`src/rtl/ebc_consts.svh`:
```
// Constants of the external bus controller and its far end.
// Assumes inclusion by bare name from rtl/ files only.
`ifndef EBC_CONSTS_SVH
`define EBC_CONSTS_SVH

// ==========================================================
// Bus clock divider (mclk cycles per bus clock half period)
`define EBC_BCLK_HALF 4'h4

// ==========================================================
// Register word indices on the Avalon-MM slave
`define EBC_REG_CTRL 3'h0
`define EBC_REG_ADDR 3'h1
`define EBC_REG_WDATA 3'h2
`define EBC_REG_CMD 3'h3
`define EBC_REG_STATUS 3'h4
`define EBC_REG_RDATA 3'h5

// ==========================================================
// Control register fields
`define EBC_CTRL_MCW_LSB 0
`define EBC_CTRL_MCW_MSB 3
`define EBC_CTRL_RWDLY 4
`define EBC_CTRL_MUX 5
`define EBC_CTRL_TRI 6
`define EBC_CTRL_RESET 7'h00

// ==========================================================
// Command and status fields
`define EBC_CMD_WRITE 0
`define EBC_STAT_PENDING 0
`define EBC_STAT_BUSY 1
`define EBC_STAT_GRANTED 2
`define EBC_STAT_DONE 3

// ==========================================================
// Far end: memory depth index width
`define EBC_MEM_AW 4

`endif

```
`src/rtl/ebc_pkg.sv`:
```
// Types used by the bus controller; its far end uses none.
// Assumes ebc_consts.svh for numeric constants.
package ebc_pkg;

   // ==========================================================
   // Bus controller cycle states
   typedef enum logic [3:0] {
      st_idle = 4'h0,
      st_addr = 4'h1,
      st_delay = 4'h2,
      st_cmd = 4'h3,
      st_mux = 4'h4,
      st_tri = 4'h5,
      st_granted = 4'h6,
      st_regain = 4'h7
   } bus_state_type;

endpackage : ebc_pkg

```
`src/rtl/ext_bus_if.sv`:
```
// Pins between the bus controller and the external party.
// Assumes the bench resolves two-way and pulled wires from enables.
interface ext_bus_if;

   // ==========================================================
   // Driven by the controller
   logic bus_clock_output;
   logic [15:0] addr;
   logic addr_oe;
   logic ale;
   logic rd_n;
   logic wr_n;
   logic cmd_oe;
   logic chip_select_outputs_n;
   logic cs_oe;
   logic [15:0] dev_data;
   logic dev_data_oe;
   logic bus_grant_acknowledge_n;
   logic regain_bus_request_n;

   // ==========================================================
   // Driven by the external party
   logic [15:0] ext_data;
   logic ext_data_oe;
   logic ready_n;
   logic hold_n;

   modport dev (
      output bus_clock_output, addr, addr_oe, ale, rd_n, wr_n, cmd_oe,
      output chip_select_outputs_n, cs_oe, dev_data, dev_data_oe,
      output bus_grant_acknowledge_n, regain_bus_request_n,
      input ext_data, ext_data_oe, ready_n, hold_n
   );

   modport ext (
      input bus_clock_output, addr, addr_oe, ale, rd_n, wr_n, cmd_oe,
      input chip_select_outputs_n, cs_oe, dev_data, dev_data_oe,
      input bus_grant_acknowledge_n, regain_bus_request_n,
      output ext_data, ext_data_oe, ready_n, hold_n
   );

endinterface : ext_bus_if

```
`src/rtl/bus_controller.sv`:
```
// Device end: external bus controller with ready and hold arbitration.
// Assumes Avalon-MM master on mclk_in and the far end on ext_bus_if.
`include "ebc_consts.svh"

// Functional notes
// - Ready high adds wait, low ends cycle
// - Programmed wait states precede ready sampling
// - Read/write delay postpones command leading edge
// - Far end may drop ready after command
// - Async ready held low long enough
// - Mux wait, optional tristate wait after cycle
// - Next cycle only after trailing waits
// - Finish running cycle before granting hold
// - Hold sampled, outputs change on bus clock
// - Release floats chip selects and other signals
// - Regain request only after grant completes
// - Regain starts only on hold rising
// - Master may release hold unrequested
// - Own cycle may start after regain
// - Read data latched at command rise
module bus_controller (
   // Clock and reset
   input wire logic mclk_in,
   input wire logic rst_n_in,
   // Avalon-MM slave
   input wire logic [2:0] avs_address_in,
   input wire logic avs_read_in,
   input wire logic avs_write_in,
   input wire logic [31:0] avs_writedata_in,
   output logic [31:0] avs_readdata_out,
   output logic avs_waitrequest_out,
   // External bus pins
   ext_bus_if.dev bus
);

   ebc_pkg::bus_state_type state_q;
   logic [3:0] div_q;
   logic bclk_q;
   logic tick;
   logic ready_s;
   logic hold_s;
   logic hold_prev_q;
   logic [6:0] ctrl_q;
   logic [15:0] addr_reg_q;
   logic [15:0] wdata_q;
   logic [15:0] rdata_q;
   logic cmd_write_q;
   logic pending_q;
   logic done_q;
   logic rd_ack_q;
   logic [31:0] readdata_q;
   logic [3:0] wait_cnt_q;
   logic cmd_wr_acc;
   logic start_cycle;
   logic cycle_end;
   logic [15:0] bus_addr_q;
   logic ale_q;
   logic rd_n_q;
   logic wr_n_q;
   logic cs_n_q;
   logic drive_q;
   logic bus_grant_acknowledge_out_n_q;
   logic regain_bus_request_out_n_q;
   logic grant_done_q;

   // ==========================================================
   // Bus clock by divider; tick marks each rising bus clock edge
   always_ff @(posedge mclk_in) begin
      if (!rst_n_in) begin
         div_q <= 4'h0;
         bclk_q <= 1'b0;
      end else if (div_q == `EBC_BCLK_HALF - 4'h1) begin
         div_q <= 4'h0;
         bclk_q <= ~bclk_q;
      end else begin
         div_q <= div_q + 4'h1;
      end
   end
   assign tick = (div_q == `EBC_BCLK_HALF - 4'h1) && !bclk_q;

   // ==========================================================
   // Ready and hold arrive from outside the clock domain
   sync3 #(.WIDTH(2), .INIT(2'h3)) u_sync (
      .mclk_in(mclk_in),
      .rst_n_in(rst_n_in),
      .async_in({bus.ready_n, bus.hold_n}),
      .sync_out({ready_s, hold_s})
   );

   // ==========================================================
   // Register slave; a new command stalls while one is pending
   assign cmd_wr_acc = avs_write_in && avs_address_in == `EBC_REG_CMD;
   assign avs_waitrequest_out = (avs_read_in && !rd_ack_q) ||
                                (cmd_wr_acc && pending_q);
   assign avs_readdata_out = readdata_q;

   always_ff @(posedge mclk_in) begin
      if (!rst_n_in) begin
         ctrl_q <= `EBC_CTRL_RESET;
         addr_reg_q <= 16'h0000;
         wdata_q <= 16'h0000;
         cmd_write_q <= 1'b0;
      end else if (avs_write_in && !avs_waitrequest_out) begin
         case (avs_address_in)
            `EBC_REG_CTRL: ctrl_q <= avs_writedata_in[6:0];
            `EBC_REG_ADDR: addr_reg_q <= avs_writedata_in[15:0];
            `EBC_REG_WDATA: wdata_q <= avs_writedata_in[15:0];
            `EBC_REG_CMD: cmd_write_q <= avs_writedata_in[`EBC_CMD_WRITE];
            default: ctrl_q <= ctrl_q;
         endcase
      end
   end

   // Reads take two cycles so read data come from a flip-flop
   always_ff @(posedge mclk_in) begin
      if (!rst_n_in) begin
         rd_ack_q <= 1'b0;
         readdata_q <= 32'h0000_0000;
      end else begin
         rd_ack_q <= avs_read_in && !rd_ack_q;
         if (avs_read_in && !rd_ack_q) begin
            case (avs_address_in)
               `EBC_REG_CTRL: readdata_q <= {25'h0, ctrl_q};
               `EBC_REG_ADDR: readdata_q <= {16'h0, addr_reg_q};
               `EBC_REG_WDATA: readdata_q <= {16'h0, wdata_q};
               `EBC_REG_CMD: readdata_q <= {31'h0, cmd_write_q};
               `EBC_REG_STATUS: readdata_q <= {28'h0, done_q,
                  !bus_grant_acknowledge_out_n_q, state_q != ebc_pkg::st_idle, pending_q};
               `EBC_REG_RDATA: readdata_q <= {16'h0, rdata_q};
               default: readdata_q <= 32'h0000_0000;
            endcase
         end
      end
   end

   // ==========================================================
   // Pending flag: set wins over the clear by cycle start
   assign start_cycle = tick && state_q == ebc_pkg::st_idle &&
                        hold_s && pending_q;
   always_ff @(posedge mclk_in) begin
      if (!rst_n_in) begin
         pending_q <= 1'b0;
      end else if (cmd_wr_acc && !avs_waitrequest_out) begin
         pending_q <= 1'b1;
      end else if (start_cycle) begin
         pending_q <= 1'b0;
      end
   end

   // Done flag: cleared by a new command, set at cycle end
   assign cycle_end = tick && state_q == ebc_pkg::st_cmd &&
                      wait_cnt_q == 4'h0 && !ready_s;
   always_ff @(posedge mclk_in) begin
      if (!rst_n_in) begin
         done_q <= 1'b0;
      end else if (cycle_end) begin
         done_q <= 1'b1;
      end else if (cmd_wr_acc && !avs_waitrequest_out) begin
         done_q <= 1'b0;
      end
   end

   // ==========================================================
   // Cycle and arbitration sequencer, stepped on bus clock rise
   always_ff @(posedge mclk_in) begin
      if (!rst_n_in) begin
         state_q <= ebc_pkg::st_idle;
         wait_cnt_q <= 4'h0;
      end else if (tick) begin
         case (state_q)
            ebc_pkg::st_idle: begin
               if (!hold_s) begin
                  state_q <= ebc_pkg::st_granted;
               end else if (pending_q) begin
                  state_q <= ebc_pkg::st_addr;
               end
            end
            ebc_pkg::st_addr: begin
               wait_cnt_q <= ctrl_q[`EBC_CTRL_MCW_MSB:`EBC_CTRL_MCW_LSB];
               state_q <= ctrl_q[`EBC_CTRL_RWDLY] ? ebc_pkg::st_delay :
                          ebc_pkg::st_cmd;
            end
            ebc_pkg::st_delay: state_q <= ebc_pkg::st_cmd;
            ebc_pkg::st_cmd: begin
               if (wait_cnt_q != 4'h0) begin
                  wait_cnt_q <= wait_cnt_q - 4'h1;
               end else if (!ready_s) begin
                  // Ready high keeps this state: one wait per tick
                  if (ctrl_q[`EBC_CTRL_MUX]) begin
                     state_q <= ebc_pkg::st_mux;
                  end else if (ctrl_q[`EBC_CTRL_TRI]) begin
                     state_q <= ebc_pkg::st_tri;
                  end else begin
                     state_q <= ebc_pkg::st_idle;
                  end
               end
            end
            ebc_pkg::st_mux: begin
               state_q <= ctrl_q[`EBC_CTRL_TRI] ? ebc_pkg::st_tri :
                          ebc_pkg::st_idle;
            end
            ebc_pkg::st_tri: state_q <= ebc_pkg::st_idle;
            ebc_pkg::st_granted: begin
               // Only the rising hold edge ends the grant
               if (hold_s && !hold_prev_q) begin
                  state_q <= ebc_pkg::st_regain;
               end
            end
            ebc_pkg::st_regain: state_q <= ebc_pkg::st_idle;
            default: state_q <= ebc_pkg::st_idle;
         endcase
      end
   end

   // Hold level seen at the previous bus clock edge
   always_ff @(posedge mclk_in) begin
      if (!rst_n_in) begin
         hold_prev_q <= 1'b1;
      end else if (tick) begin
         hold_prev_q <= hold_s;
      end
   end

   // ==========================================================
   // Pin drivers, all changed just after a bus clock edge
   always_ff @(posedge mclk_in) begin
      if (!rst_n_in) begin
         bus_addr_q <= 16'h0000;
         ale_q <= 1'b0;
         rd_n_q <= 1'b1;
         wr_n_q <= 1'b1;
         cs_n_q <= 1'b1;
         rdata_q <= 16'h0000;
      end else if (tick) begin
         ale_q <= start_cycle;
         if (start_cycle) begin
            bus_addr_q <= addr_reg_q;
            cs_n_q <= 1'b0;
         end
         // Command leading edge after address, or one later with delay
         if ((state_q == ebc_pkg::st_addr && !ctrl_q[`EBC_CTRL_RWDLY]) ||
             state_q == ebc_pkg::st_delay) begin
            rd_n_q <= cmd_write_q;
            wr_n_q <= !cmd_write_q;
         end
         if (cycle_end) begin
            rd_n_q <= 1'b1;
            wr_n_q <= 1'b1;
            cs_n_q <= 1'b1;
            if (!cmd_write_q) begin
               rdata_q <= bus.ext_data;
            end
         end
      end
   end

   // ==========================================================
   // Grant handshake; request back only after grant completes
   always_ff @(posedge mclk_in) begin
      if (!rst_n_in) begin
         drive_q <= 1'b1;
         bus_grant_acknowledge_out_n_q <= 1'b1;
         regain_bus_request_out_n_q <= 1'b1;
         grant_done_q <= 1'b0;
      end else if (tick) begin
         if (state_q == ebc_pkg::st_idle && !hold_s) begin
            drive_q <= 1'b0;
            bus_grant_acknowledge_out_n_q <= 1'b0;
         end
         grant_done_q <= state_q == ebc_pkg::st_granted;
         regain_bus_request_out_n_q <= !(state_q == ebc_pkg::st_granted && grant_done_q &&
                       pending_q);
         if (state_q == ebc_pkg::st_granted && hold_s && !hold_prev_q) begin
            bus_grant_acknowledge_out_n_q <= 1'b1;
            regain_bus_request_out_n_q <= 1'b1;
         end
         if (state_q == ebc_pkg::st_regain) begin
            drive_q <= 1'b1;
         end
      end
   end

   // Pin assignments; released signals float, chip select pulled high
   assign bus.bus_clock_output = bclk_q;
   assign bus.addr = bus_addr_q;
   assign bus.addr_oe = drive_q;
   assign bus.ale = ale_q;
   assign bus.rd_n = rd_n_q;
   assign bus.wr_n = wr_n_q;
   assign bus.cmd_oe = drive_q;
   assign bus.chip_select_outputs_n = cs_n_q;
   assign bus.cs_oe = drive_q;
   assign bus.dev_data = wdata_q;
   assign bus.dev_data_oe = drive_q && !wr_n_q;
   assign bus.bus_grant_acknowledge_n = bus_grant_acknowledge_out_n_q;
   assign bus.regain_bus_request_n = regain_bus_request_out_n_q;

endmodule : bus_controller

```
`src/rtl/sync3.sv`:
```
// Three-stage input synchroniser with agreement filter.
// Assumes asynchronous inputs; output changes when stages 2 and 3 agree.
module sync3 #(
   parameter int WIDTH = 1,
   parameter logic [WIDTH-1:0] INIT = '0
) (
   // Clock and reset
   input wire logic mclk_in,
   input wire logic rst_n_in,
   // Data
   input wire logic [WIDTH-1:0] async_in,
   output logic [WIDTH-1:0] sync_out
);

   logic [WIDTH-1:0] s1_q;
   logic [WIDTH-1:0] s2_q;
   logic [WIDTH-1:0] s3_q;

   // ==========================================================
   // Stage chain; first stage feeds only the second
   always_ff @(posedge mclk_in) begin
      if (!rst_n_in) begin
         s1_q <= INIT;
         s2_q <= INIT;
         s3_q <= INIT;
      end else begin
         s1_q <= async_in;
         s2_q <= s1_q;
         s3_q <= s2_q;
      end
   end

   // Accept a bit only once two stages agree, per bit
   genvar i;
   for (i = 0; i < WIDTH; i++) begin : g_agree
      always_ff @(posedge mclk_in) begin
         if (!rst_n_in) begin
            sync_out[i] <= INIT[i];
         end else if (s2_q[i] == s3_q[i]) begin
            sync_out[i] <= s3_q[i];
         end
      end
   end

endmodule : sync3

```
`src/flat_wrapper.sv`:
```
// flat-port wrapper written by rule: the top's interface ports become plain ports
module bus_controller_flat 
  (mclk_in, rst_n_in, avs_address_in, avs_read_in, avs_write_in, avs_writedata_in, avs_readdata_out, avs_waitrequest_out, bus_bus_clock_output, bus_addr, bus_addr_oe, bus_ale, bus_rd_n, bus_wr_n, bus_cmd_oe, bus_chip_select_outputs_n, bus_cs_oe, bus_dev_data, bus_dev_data_oe, bus_bus_grant_acknowledge_n, bus_regain_bus_request_n, bus_ext_data, bus_ext_data_oe, bus_ready_n, bus_hold_n);
  ext_bus_if bus_i ();
  input wire logic mclk_in;
  input wire logic rst_n_in;
  input wire logic [2:0] avs_address_in;
  input wire logic avs_read_in;
  input wire logic avs_write_in;
  input wire logic [31:0] avs_writedata_in;
  output logic [31:0] avs_readdata_out;
  output logic avs_waitrequest_out;
  output wire logic [$bits(bus_i.bus_clock_output)-1:0] bus_bus_clock_output;
  output wire logic [$bits(bus_i.addr)-1:0] bus_addr;
  output wire logic [$bits(bus_i.addr_oe)-1:0] bus_addr_oe;
  output wire logic [$bits(bus_i.ale)-1:0] bus_ale;
  output wire logic [$bits(bus_i.rd_n)-1:0] bus_rd_n;
  output wire logic [$bits(bus_i.wr_n)-1:0] bus_wr_n;
  output wire logic [$bits(bus_i.cmd_oe)-1:0] bus_cmd_oe;
  output wire logic [$bits(bus_i.chip_select_outputs_n)-1:0] bus_chip_select_outputs_n;
  output wire logic [$bits(bus_i.cs_oe)-1:0] bus_cs_oe;
  output wire logic [$bits(bus_i.dev_data)-1:0] bus_dev_data;
  output wire logic [$bits(bus_i.dev_data_oe)-1:0] bus_dev_data_oe;
  output wire logic [$bits(bus_i.bus_grant_acknowledge_n)-1:0] bus_bus_grant_acknowledge_n;
  output wire logic [$bits(bus_i.regain_bus_request_n)-1:0] bus_regain_bus_request_n;
  input wire logic [$bits(bus_i.ext_data)-1:0] bus_ext_data;
  input wire logic [$bits(bus_i.ext_data_oe)-1:0] bus_ext_data_oe;
  input wire logic [$bits(bus_i.ready_n)-1:0] bus_ready_n;
  input wire logic [$bits(bus_i.hold_n)-1:0] bus_hold_n;
  assign bus_bus_clock_output = bus_i.bus_clock_output;
  assign bus_addr = bus_i.addr;
  assign bus_addr_oe = bus_i.addr_oe;
  assign bus_ale = bus_i.ale;
  assign bus_rd_n = bus_i.rd_n;
  assign bus_wr_n = bus_i.wr_n;
  assign bus_cmd_oe = bus_i.cmd_oe;
  assign bus_chip_select_outputs_n = bus_i.chip_select_outputs_n;
  assign bus_cs_oe = bus_i.cs_oe;
  assign bus_dev_data = bus_i.dev_data;
  assign bus_dev_data_oe = bus_i.dev_data_oe;
  assign bus_bus_grant_acknowledge_n = bus_i.bus_grant_acknowledge_n;
  assign bus_regain_bus_request_n = bus_i.regain_bus_request_n;
  assign bus_i.ext_data = bus_ext_data;
  assign bus_i.ext_data_oe = bus_ext_data_oe;
  assign bus_i.ready_n = bus_ready_n;
  assign bus_i.hold_n = bus_hold_n;
  bus_controller u_core (.mclk_in(mclk_in), .rst_n_in(rst_n_in), .avs_address_in(avs_address_in), .avs_read_in(avs_read_in), .avs_write_in(avs_write_in), .avs_writedata_in(avs_writedata_in), .avs_readdata_out(avs_readdata_out), .avs_waitrequest_out(avs_waitrequest_out), .bus(bus_i));
endmodule
```
`config.mk`:
```
export PLATFORM = sky130hd
export DESIGN_NAME = bus_controller_flat
export DESIGN_NICKNAME = d
export VERILOG_FILES = /design/src/rtl/ebc_pkg.sv /design/src/rtl/ext_bus_if.sv /design/src/rtl/bus_controller.sv /design/src/rtl/sync3.sv /design/src/flat_wrapper.sv
export VERILOG_INCLUDE_DIRS = /design/src /design/src/rtl
export SDC_FILE = /design/constraint.sdc
export NUM_CORES = 1
export LEC_CHECK = 0
export CORE_AREA = 5 5 127 129
export CTS_CLUSTER_DIAMETER = 120
export DETAILED_ROUTE_END_ITERATION = 16
export DIE_AREA = 0 0 132 134
export DONT_BUFFER_PORTS = 1
export HOLD_SLACK_MARGIN = 0.06
export SETUP_SLACK_MARGIN = 0.15
export SLEW_MARGIN = 10
export SYNTH_ARGS = -nofsm -noshare
export SYNTH_HDL_FRONTEND = slang
export SYNTH_SLANG_ARGS = --single-unit
```
`constraint.sdc`:
```
create_clock -name mclk_in -period 4.4 [get_ports mclk_in]
set_clock_uncertainty 0.05 [all_clocks]
set_input_delay 0.66 -clock mclk_in [delete_from_list [all_inputs] [get_ports mclk_in]]
set_output_delay 0.66 -clock mclk_in [all_outputs]
set_load 0.03 [all_outputs]
```
==> results of run 1 <==
-- sequential cells by signal, summed over array words and instances (netlist names), 2 cells and up --
signal                   count
u_core.rdata_q              16
u_core.u_sync.s2_q           2
u_core.u_sync.s3_q           2
u_core.div_q                 4
u_core.avs_readdata_out     16
u_core.wait_cnt_q            4
u_core.u_sync.sync_out       2
u_core.bus.addr             16
u_core.state_q               3
u_core.u_sync.s1_q           2
u_core.bus.dev_data         16
u_core.ctrl_q                7
u_core.addr_reg_q           16
-- cells by family after synthesis --
kind of cell	count (synthesis)	synth area share
simple gates	245	0.212
mux	32	0.0675
fa+ha+maj	2	0.00496
other cells	1	0.000743
xor+xnor	1	0.00174
buf+inv	64	0.0640
compound gates	146	0.173
flops	120	0.476
-- worst min-delay path by stage --
stage / from / slack, ps / end / cells after the start
after floorplan: u_core.u_sync.s1_q[0] / 340 / u_core.u_sync.s2_q[0] / 1
after global placement: u_core.u_sync.s1_q[1] / 340 / u_core.u_sync.s2_q[1] / 1
after detailed placement: u_core.u_sync.s1_q[0] / 350 / u_core.u_sync.s2_q[0] / 1
after CTS: rst_n_in / 260 / u_core.hold_prev_q / 1
after global routing: rst_n_in / 250 / u_core.u_sync.s3_q[1] / 1
final: rst_n_in / 270 / u_core.bus.regain_bus_request_n / 1
-- cells in the final DEF (no fill, tap or decap), types with 2 or more instances in the layout --
master     synthesis  layout
a221oi_1           2       2
bufinv_16          0       4
o211ai_1           2       2
conb_1             1      16
a22oi_1           16      16
mux2_2             6       6
nand3_1            9       9
clkbuf_16          0      17
clkinv_4           0       6
inv_6              0       3
or3_1              2       2
nor4b_1            2       2
and3b_1            2       2
ha_1               2       2
dfxtp_1          120     120
nand4_1            3       3
nor3_1             4       4
o2bb2ai_1          9       9
nor2_1            43      43
buf_4             18       2
and3_1             3       3
inv_1              5       5
nand2b_1          10      10
o21ai_0           17      17
mux2i_1           25      25
nor2b_1            6       6
a21oi_1           88      88
nand2_1          153     153
-- cell type report --
class                   instances  area share
flip-flops and latches        120       0.422
multi-input cells             442       0.417
clock buffers                  17      0.0747
well taps                     188      0.0413
clock inverters                15      0.0382
inverters                       6     0.00396
repair buffers                  2     0.00264
-- power groups by stage --
stage                     combinational, mW  sequential, mW  clock [mW]
after CTS                            0.0927            1.13        1.52
final                                0.0929            1.13        1.49
after global routing                  0.103            1.13        1.58
after detailed placement             0.0922            1.16           0
after global placement               0.0900            1.16           0
after floorplan                       0.101            1.15           0
-- stage by stage --
stage,util,total power [mW]
floorplan,-,1.25
global placement,0.339,1.25
detailed placement,0.339,1.25
CTS,0.382,2.74
global route,0.382,2.81
finish,0.382,2.72
-- worst max-delay path, delay by kind of cell, from the launching register on --
| kind | cells | cell delay (ps) |
|---|---|---|
| AO/OA/AOI/OAI | 1 | 630 |
| flip-flops | 1 | 320 |
| AND/OR/NAND/NOR | 1 | 620 |
-- layer usage --
metal	share of wire	vias up	wire, um	GRT usage
met5	0	-	0	0
li1	-	2017	-	-
met3	0.11	18	1480	0.0814
met1	0.40	1912	5530	0.172
met4	0.021	0	284	0.0577
met2	0.47	144	6500	0.245
==> results.tsv, run 1 <==
stage	metric	value	unit
setup_path	Req. time, crit path	3690	ps
setup_path	critical path class	reg -> out	
pwr	power share of the clock group	0.549	
clock_network	hold buffers post-CTS	0	
clock_network	CTS tree	yes	
timing	Setup violations, final	0	
synthesis	Area contributors post-synth	dfxtp_1, nand2_1, a21oi_1	
die	height of the die	134	um
synthesis	Cell variety after synth	51	
clock_network	H-tree depth	4	
placement	dpl ws	1650	ps
layout	Final Cell Area	5690	um^2
global_routing	initial antenna violation count	0	
synthesis	Top FF cell, synth	dfxtp_1	
synthesis	Synth top area share	0.476	
synthesis	Synth Instances	611	
flow_run	max-cap violations	0	
setup_path	Crit. Startpoint	u_core.rd_ack_q	
timing	relative slew slack	0.247	
setup_path	Reg2Reg Setup Slack	1760	ps
pwr	internal power	2.09	mW
detailed_routing	WL per Instance	17.4	um
synthesis	Seq/Total Area, Yosys	0.476	
timing	RSZ-0062 raised after global routing	false	
pwr	Reg power frac	0.416	
timing	minimum clock period	2690	ps
global_routing	GRT Residual Overflow	0	
clock_network	Setup Fix Bufs, Post-CTS	0	
global_routing	Tot GR Track Use	0.153	
setup_path	Reg2Reg Launch Point	u_core.wait_cnt_q[0]	
clock_network	CTS clk-pin slew, worst paths	60	ps
setup_path	CP max FO	19	
setup_path	Critical Path Sink Type	output pin	
setup_path	CP startpoint kind	flip-flop	
layout	Layout area overhead	12.9	%
global_routing	largest net degree at the start of global routing	66	
timing	slew at the pin with the worst max-slew slack	1130	ps
synthesis	#FFs+latches synth	120	
die	Die Area	17700	um^2
synthesis	Yosys top cell by area	dfxtp_1	
setup_path	crit path cell chain	nand2b_1 -> o21ai_0	
die	row count	45	
synthesis	ys async rst share	0	
setup_path	largest incremental delay on the critical path	630	ps
synthesis	Post-Syn Area	5040	um^2
outcome	status	complete, no violations	
pwr	combinational power share	0.034	
pwr	Worst VDD drop	0.000302	V
min_path	hold crit path type	in -> reg	
detailed_routing	WL final	13800	um
pwr	Sw Ratio	0.232	
clock_network	Clk Latency, worst-skew pair	410	ps
timing	post-route worst setup slack	1710	ps
timing	Fmax	372	MHz
synthesis	Post-synth EDFFs	0	
synthesis	syn_area_per_cell	8.26	um^2
layout	ant diodes	0	
synthesis	synth warn	0	
detailed_routing	Via density	5.18	
setup_path	CP max-delay cell	o21ai_0	
die	io pins	134	
clock_network	clock tree sinks	120	
layout	register area	2400	um^2
placement	PortBufs	0	
layout	fraction of layout cells with a size suffix above 1	0.0864	
synthesis	synth cell count leaders	nand2_1, dfxtp_1, a21oi_1	
timing	Fin Setup TNS	0	ps
clock_network	maximum clock insertion buffer count	2	
detailed_routing	DRT Pass-1 Iters	5	
global_routing	vias in the first global route	3896	
synthesis	most numerous cell in the Yosys netlist	nand2_1	
die	initial core utilization	0.338	
layout	layout filler cell count	1531	
setup_path	Critical R2R Capture	u_core.rdata_q[9]	
placement	dpl cell area	5050	um^2
pwr	pwr/cell area	478	nW/um^2
setup_path	Worst Setup EP	avs_waitrequest_out	
timing	final hold vios	0	
placement	gp weighted congestion	0.874	
layout	Multi-input gate area	2380	um^2
placement	Cells after DPL	758	
detailed_routing	detailed router's first-iteration violation count	270	
detailed_routing	Final ANT Viol Nets	0	
pwr	Switch Pwr	0.631	mW
timing	pins over their slew limit	0	
timing	Final Cycle Share	0.611	
detailed_routing	vias	4091	
clock_network	CTS Buf Count	17	
global_routing	global-route wire length before repair	21200	um
setup_path	Worst Path Arrival	1980	ps
placement	HPWL Detailed	10200	um
clock_network	CTS Root Cell	clkbuf_16	
setup_path	Worst R2R Path Depth	7	
clock_network	post-CTS sizing	0	
pwr	P_leak	2.01	nW
detailed_routing	DRC	0	
layout	nets@finish	649	
die	Core Region	14900	um^2
die	chip width	132	um
layout	final cell count without fillers	790	
timing	worst hold margin	267	ps
(Power assumes the default switching activity.)
==> run 2: changes to the inputs <==
==> constraint.sdc (replaced) <==
create_clock -name mclk_in -period 2.7 [get_ports mclk_in]
set_clock_uncertainty 0.05 [all_clocks]
set_input_delay 0.405 -clock mclk_in [delete_from_list [all_inputs] [get_ports mclk_in]]
set_output_delay 0.405 -clock mclk_in [all_outputs]
set_load 0.03 [all_outputs]
==> results.tsv, run 2 (synthesis gave the netlist of run 1 again) <==
stage	metric	value	unit	change
clock_network	CTS clk-pin slew, worst paths	60	ps	about the same
die	initial core utilization	0.338		unchanged
detailed_routing	vias	4158		+1.6%
placement	dpl cell area	5150	um^2	+2.0%
clock_network	CTS tree	yes		
clock_network	Clk Latency, worst-skew pair	410	ps	about the same
global_routing	Tot GR Track Use	0.153		about the same
clock_network	Setup Fix Bufs, Post-CTS	0		unchanged
outcome	status	complete, no violations		
setup_path	Worst Path Arrival	2410	ps	+430 ps
timing	Final Cycle Share	0.794		
pwr	pwr/cell area	740	nW/um^2	+55%
clock_network	H-tree depth	4		unchanged
timing	pins over their slew limit	0		unchanged
clock_network	clock tree sinks	120		unchanged
setup_path	Critical Path Sink Type	flip-flop		
timing	relative slew slack	0.535		+0.288
detailed_routing	DRC	0		unchanged
timing	Fmax	466	MHz	
layout	Layout area overhead	14.7	%	
detailed_routing	Via density	5.17		-0.26%
placement	PortBufs	0		unchanged
global_routing	global-route wire length before repair	21400	um	+1.0%
die	Die Area	17700	um^2	unchanged
clock_network	maximum clock insertion buffer count	2		unchanged
die	Core Region	14900	um^2	unchanged
timing	RSZ-0062 raised after global routing	false		
setup_path	CP startpoint kind	flip-flop		
flow_run	max-cap violations	0		unchanged
timing	Setup violations, final	0		unchanged
global_routing	GRT Residual Overflow	0		unchanged
detailed_routing	detailed router's first-iteration violation count	285		+5.6%
setup_path	CP max FO	11		-8
timing	slew at the pin with the worst max-slew slack	697	ps	-433 ps
clock_network	CTS Buf Count	17		unchanged
placement	gp weighted congestion	0.859		-1.7%
layout	register area	2400	um^2	unchanged
layout	Final Cell Area	5790	um^2	+1.6%
layout	fraction of layout cells with a size suffix above 1	0.104		+0.0173
clock_network	CTS Root Cell	clkbuf_16		
layout	commonest non-fill, non-tap cells in the layout	nand2_1, dfxtp_1, a21oi_1		
global_routing	vias in the first global route	3945		+1.3%
layout	most common cell after layout, fill and taps aside	nand2_1		
detailed_routing	DRT Pass-1 Iters	6		+1
setup_path	Req. time, crit path	2960	ps	-730 ps
min_path	hold crit path type	in -> reg		
die	chip width	132	um	unchanged
global_routing	largest net degree at the start of global routing	48		-27%
detailed_routing	Final ANT Viol Nets	0		unchanged
layout	ant diodes	0		unchanged
timing	minimum clock period	2140	ps	
die	height of the die	134	um	unchanged
layout	layout filler cell count	1526		-0.33%
global_routing	met3 usage	0.0803		-0.00113
placement	HPWL Detailed	10400	um	+1.4%
global_routing	busiest grt layer	met2		
clock_network	hold buffers post-CTS	3		+3
detailed_routing	WL final	13800	um	-0.25%
clock_network	post-CTS sizing	0		unchanged
timing	Fin Setup TNS	0	ps	unchanged
pwr	Worst VDD drop	0.000512	V	+69%
global_routing	initial antenna violation count	0		unchanged
layout	nets@finish	664		+2.3%
global_routing	GR Layer Usage met1	0.170		-0.00205
layout	Multi-input gate area	2380	um^2	unchanged
timing	final hold vios	0		unchanged
die	io pins	134		unchanged
die	row count	45		unchanged
pwr	P_leak	2.06	nW	+2.9%
setup_path	critical path class	reg -> reg		
detailed_routing	WL per Instance	17.1	um	-2.1%
global_routing	met2 usage	0.250		+0.00505
==> run 2: cell count changes in the layout (fill, tap and decap cells not counted), sizes merged <==
cell / delta
inv: -2
clkinv: +2
bufinv: -1
dlygate4sd3: +3
clkinvlp: +1
buf: +12
==> run 2: metal layers <==
metal	up-vias	wire length (um)
li1	2049	-
met1	1954	5320
met2	140	6630
met3	15	1560
met4	0	241
met5	-	0
==> run 2: final timing paths <==
check                         from                      to  slack [ps]  cells after the start
min reg2reg  u_core.u_sync.s1_q[1]   u_core.u_sync.s2_q[1]         360                      1
max reg2reg        u_core.div_q[0]    u_core.wait_cnt_q[0]         560                      6
max                u_core.div_q[0]    u_core.wait_cnt_q[0]         560                      6
min            avs_writedata_in[5]  u_core.bus.dev_data[5]          80                      2
==> run 2: worst max-delay path: stages, from the launching register on <==
cell	delay, ps
dfxtp_1	350
ha_1	240
or4b_4	590
nor3b_4	290
o31a_4	220
o21ai_2	60
a221oi_2	250
==> run 2: power by group <==
group / leakage (nW) / switching (mW) / internal, mW
Sequential: 0.971 / 0.0462 / 1.80
Clock: 0.293 / 0.814 / 1.45
Combinational: 0.800 / 0.117 / 0.0518
Total: 2.06 / 0.977 / 3.30
==> run 2: cell type report <==
class / count / area share
flip-flops and latches: 120 / 0.415
multi-input cells: 442 / 0.411
clock buffers: 17 / 0.0735
well taps: 188 / 0.0406
clock inverters: 15 / 0.0307
repair buffers: 17 / 0.0255
inverters: 6 / 0.00389
==> run 2: metrics by stage <==
stage	setup WS [ps]	hold WS (ps)	util	power, mW	std cells
6_report	556	76.5	0.388	4.28	805
2_1_floorplan	541	336	-	2.04	626
3_3_place_gp	638	344	0.345	2.04	770
5_1_grt	443	66.6	0.388	4.43	805
3_5_place_dp	572	355	0.345	2.04	770
4_1_cts	542	67.0	0.388	4.32	805
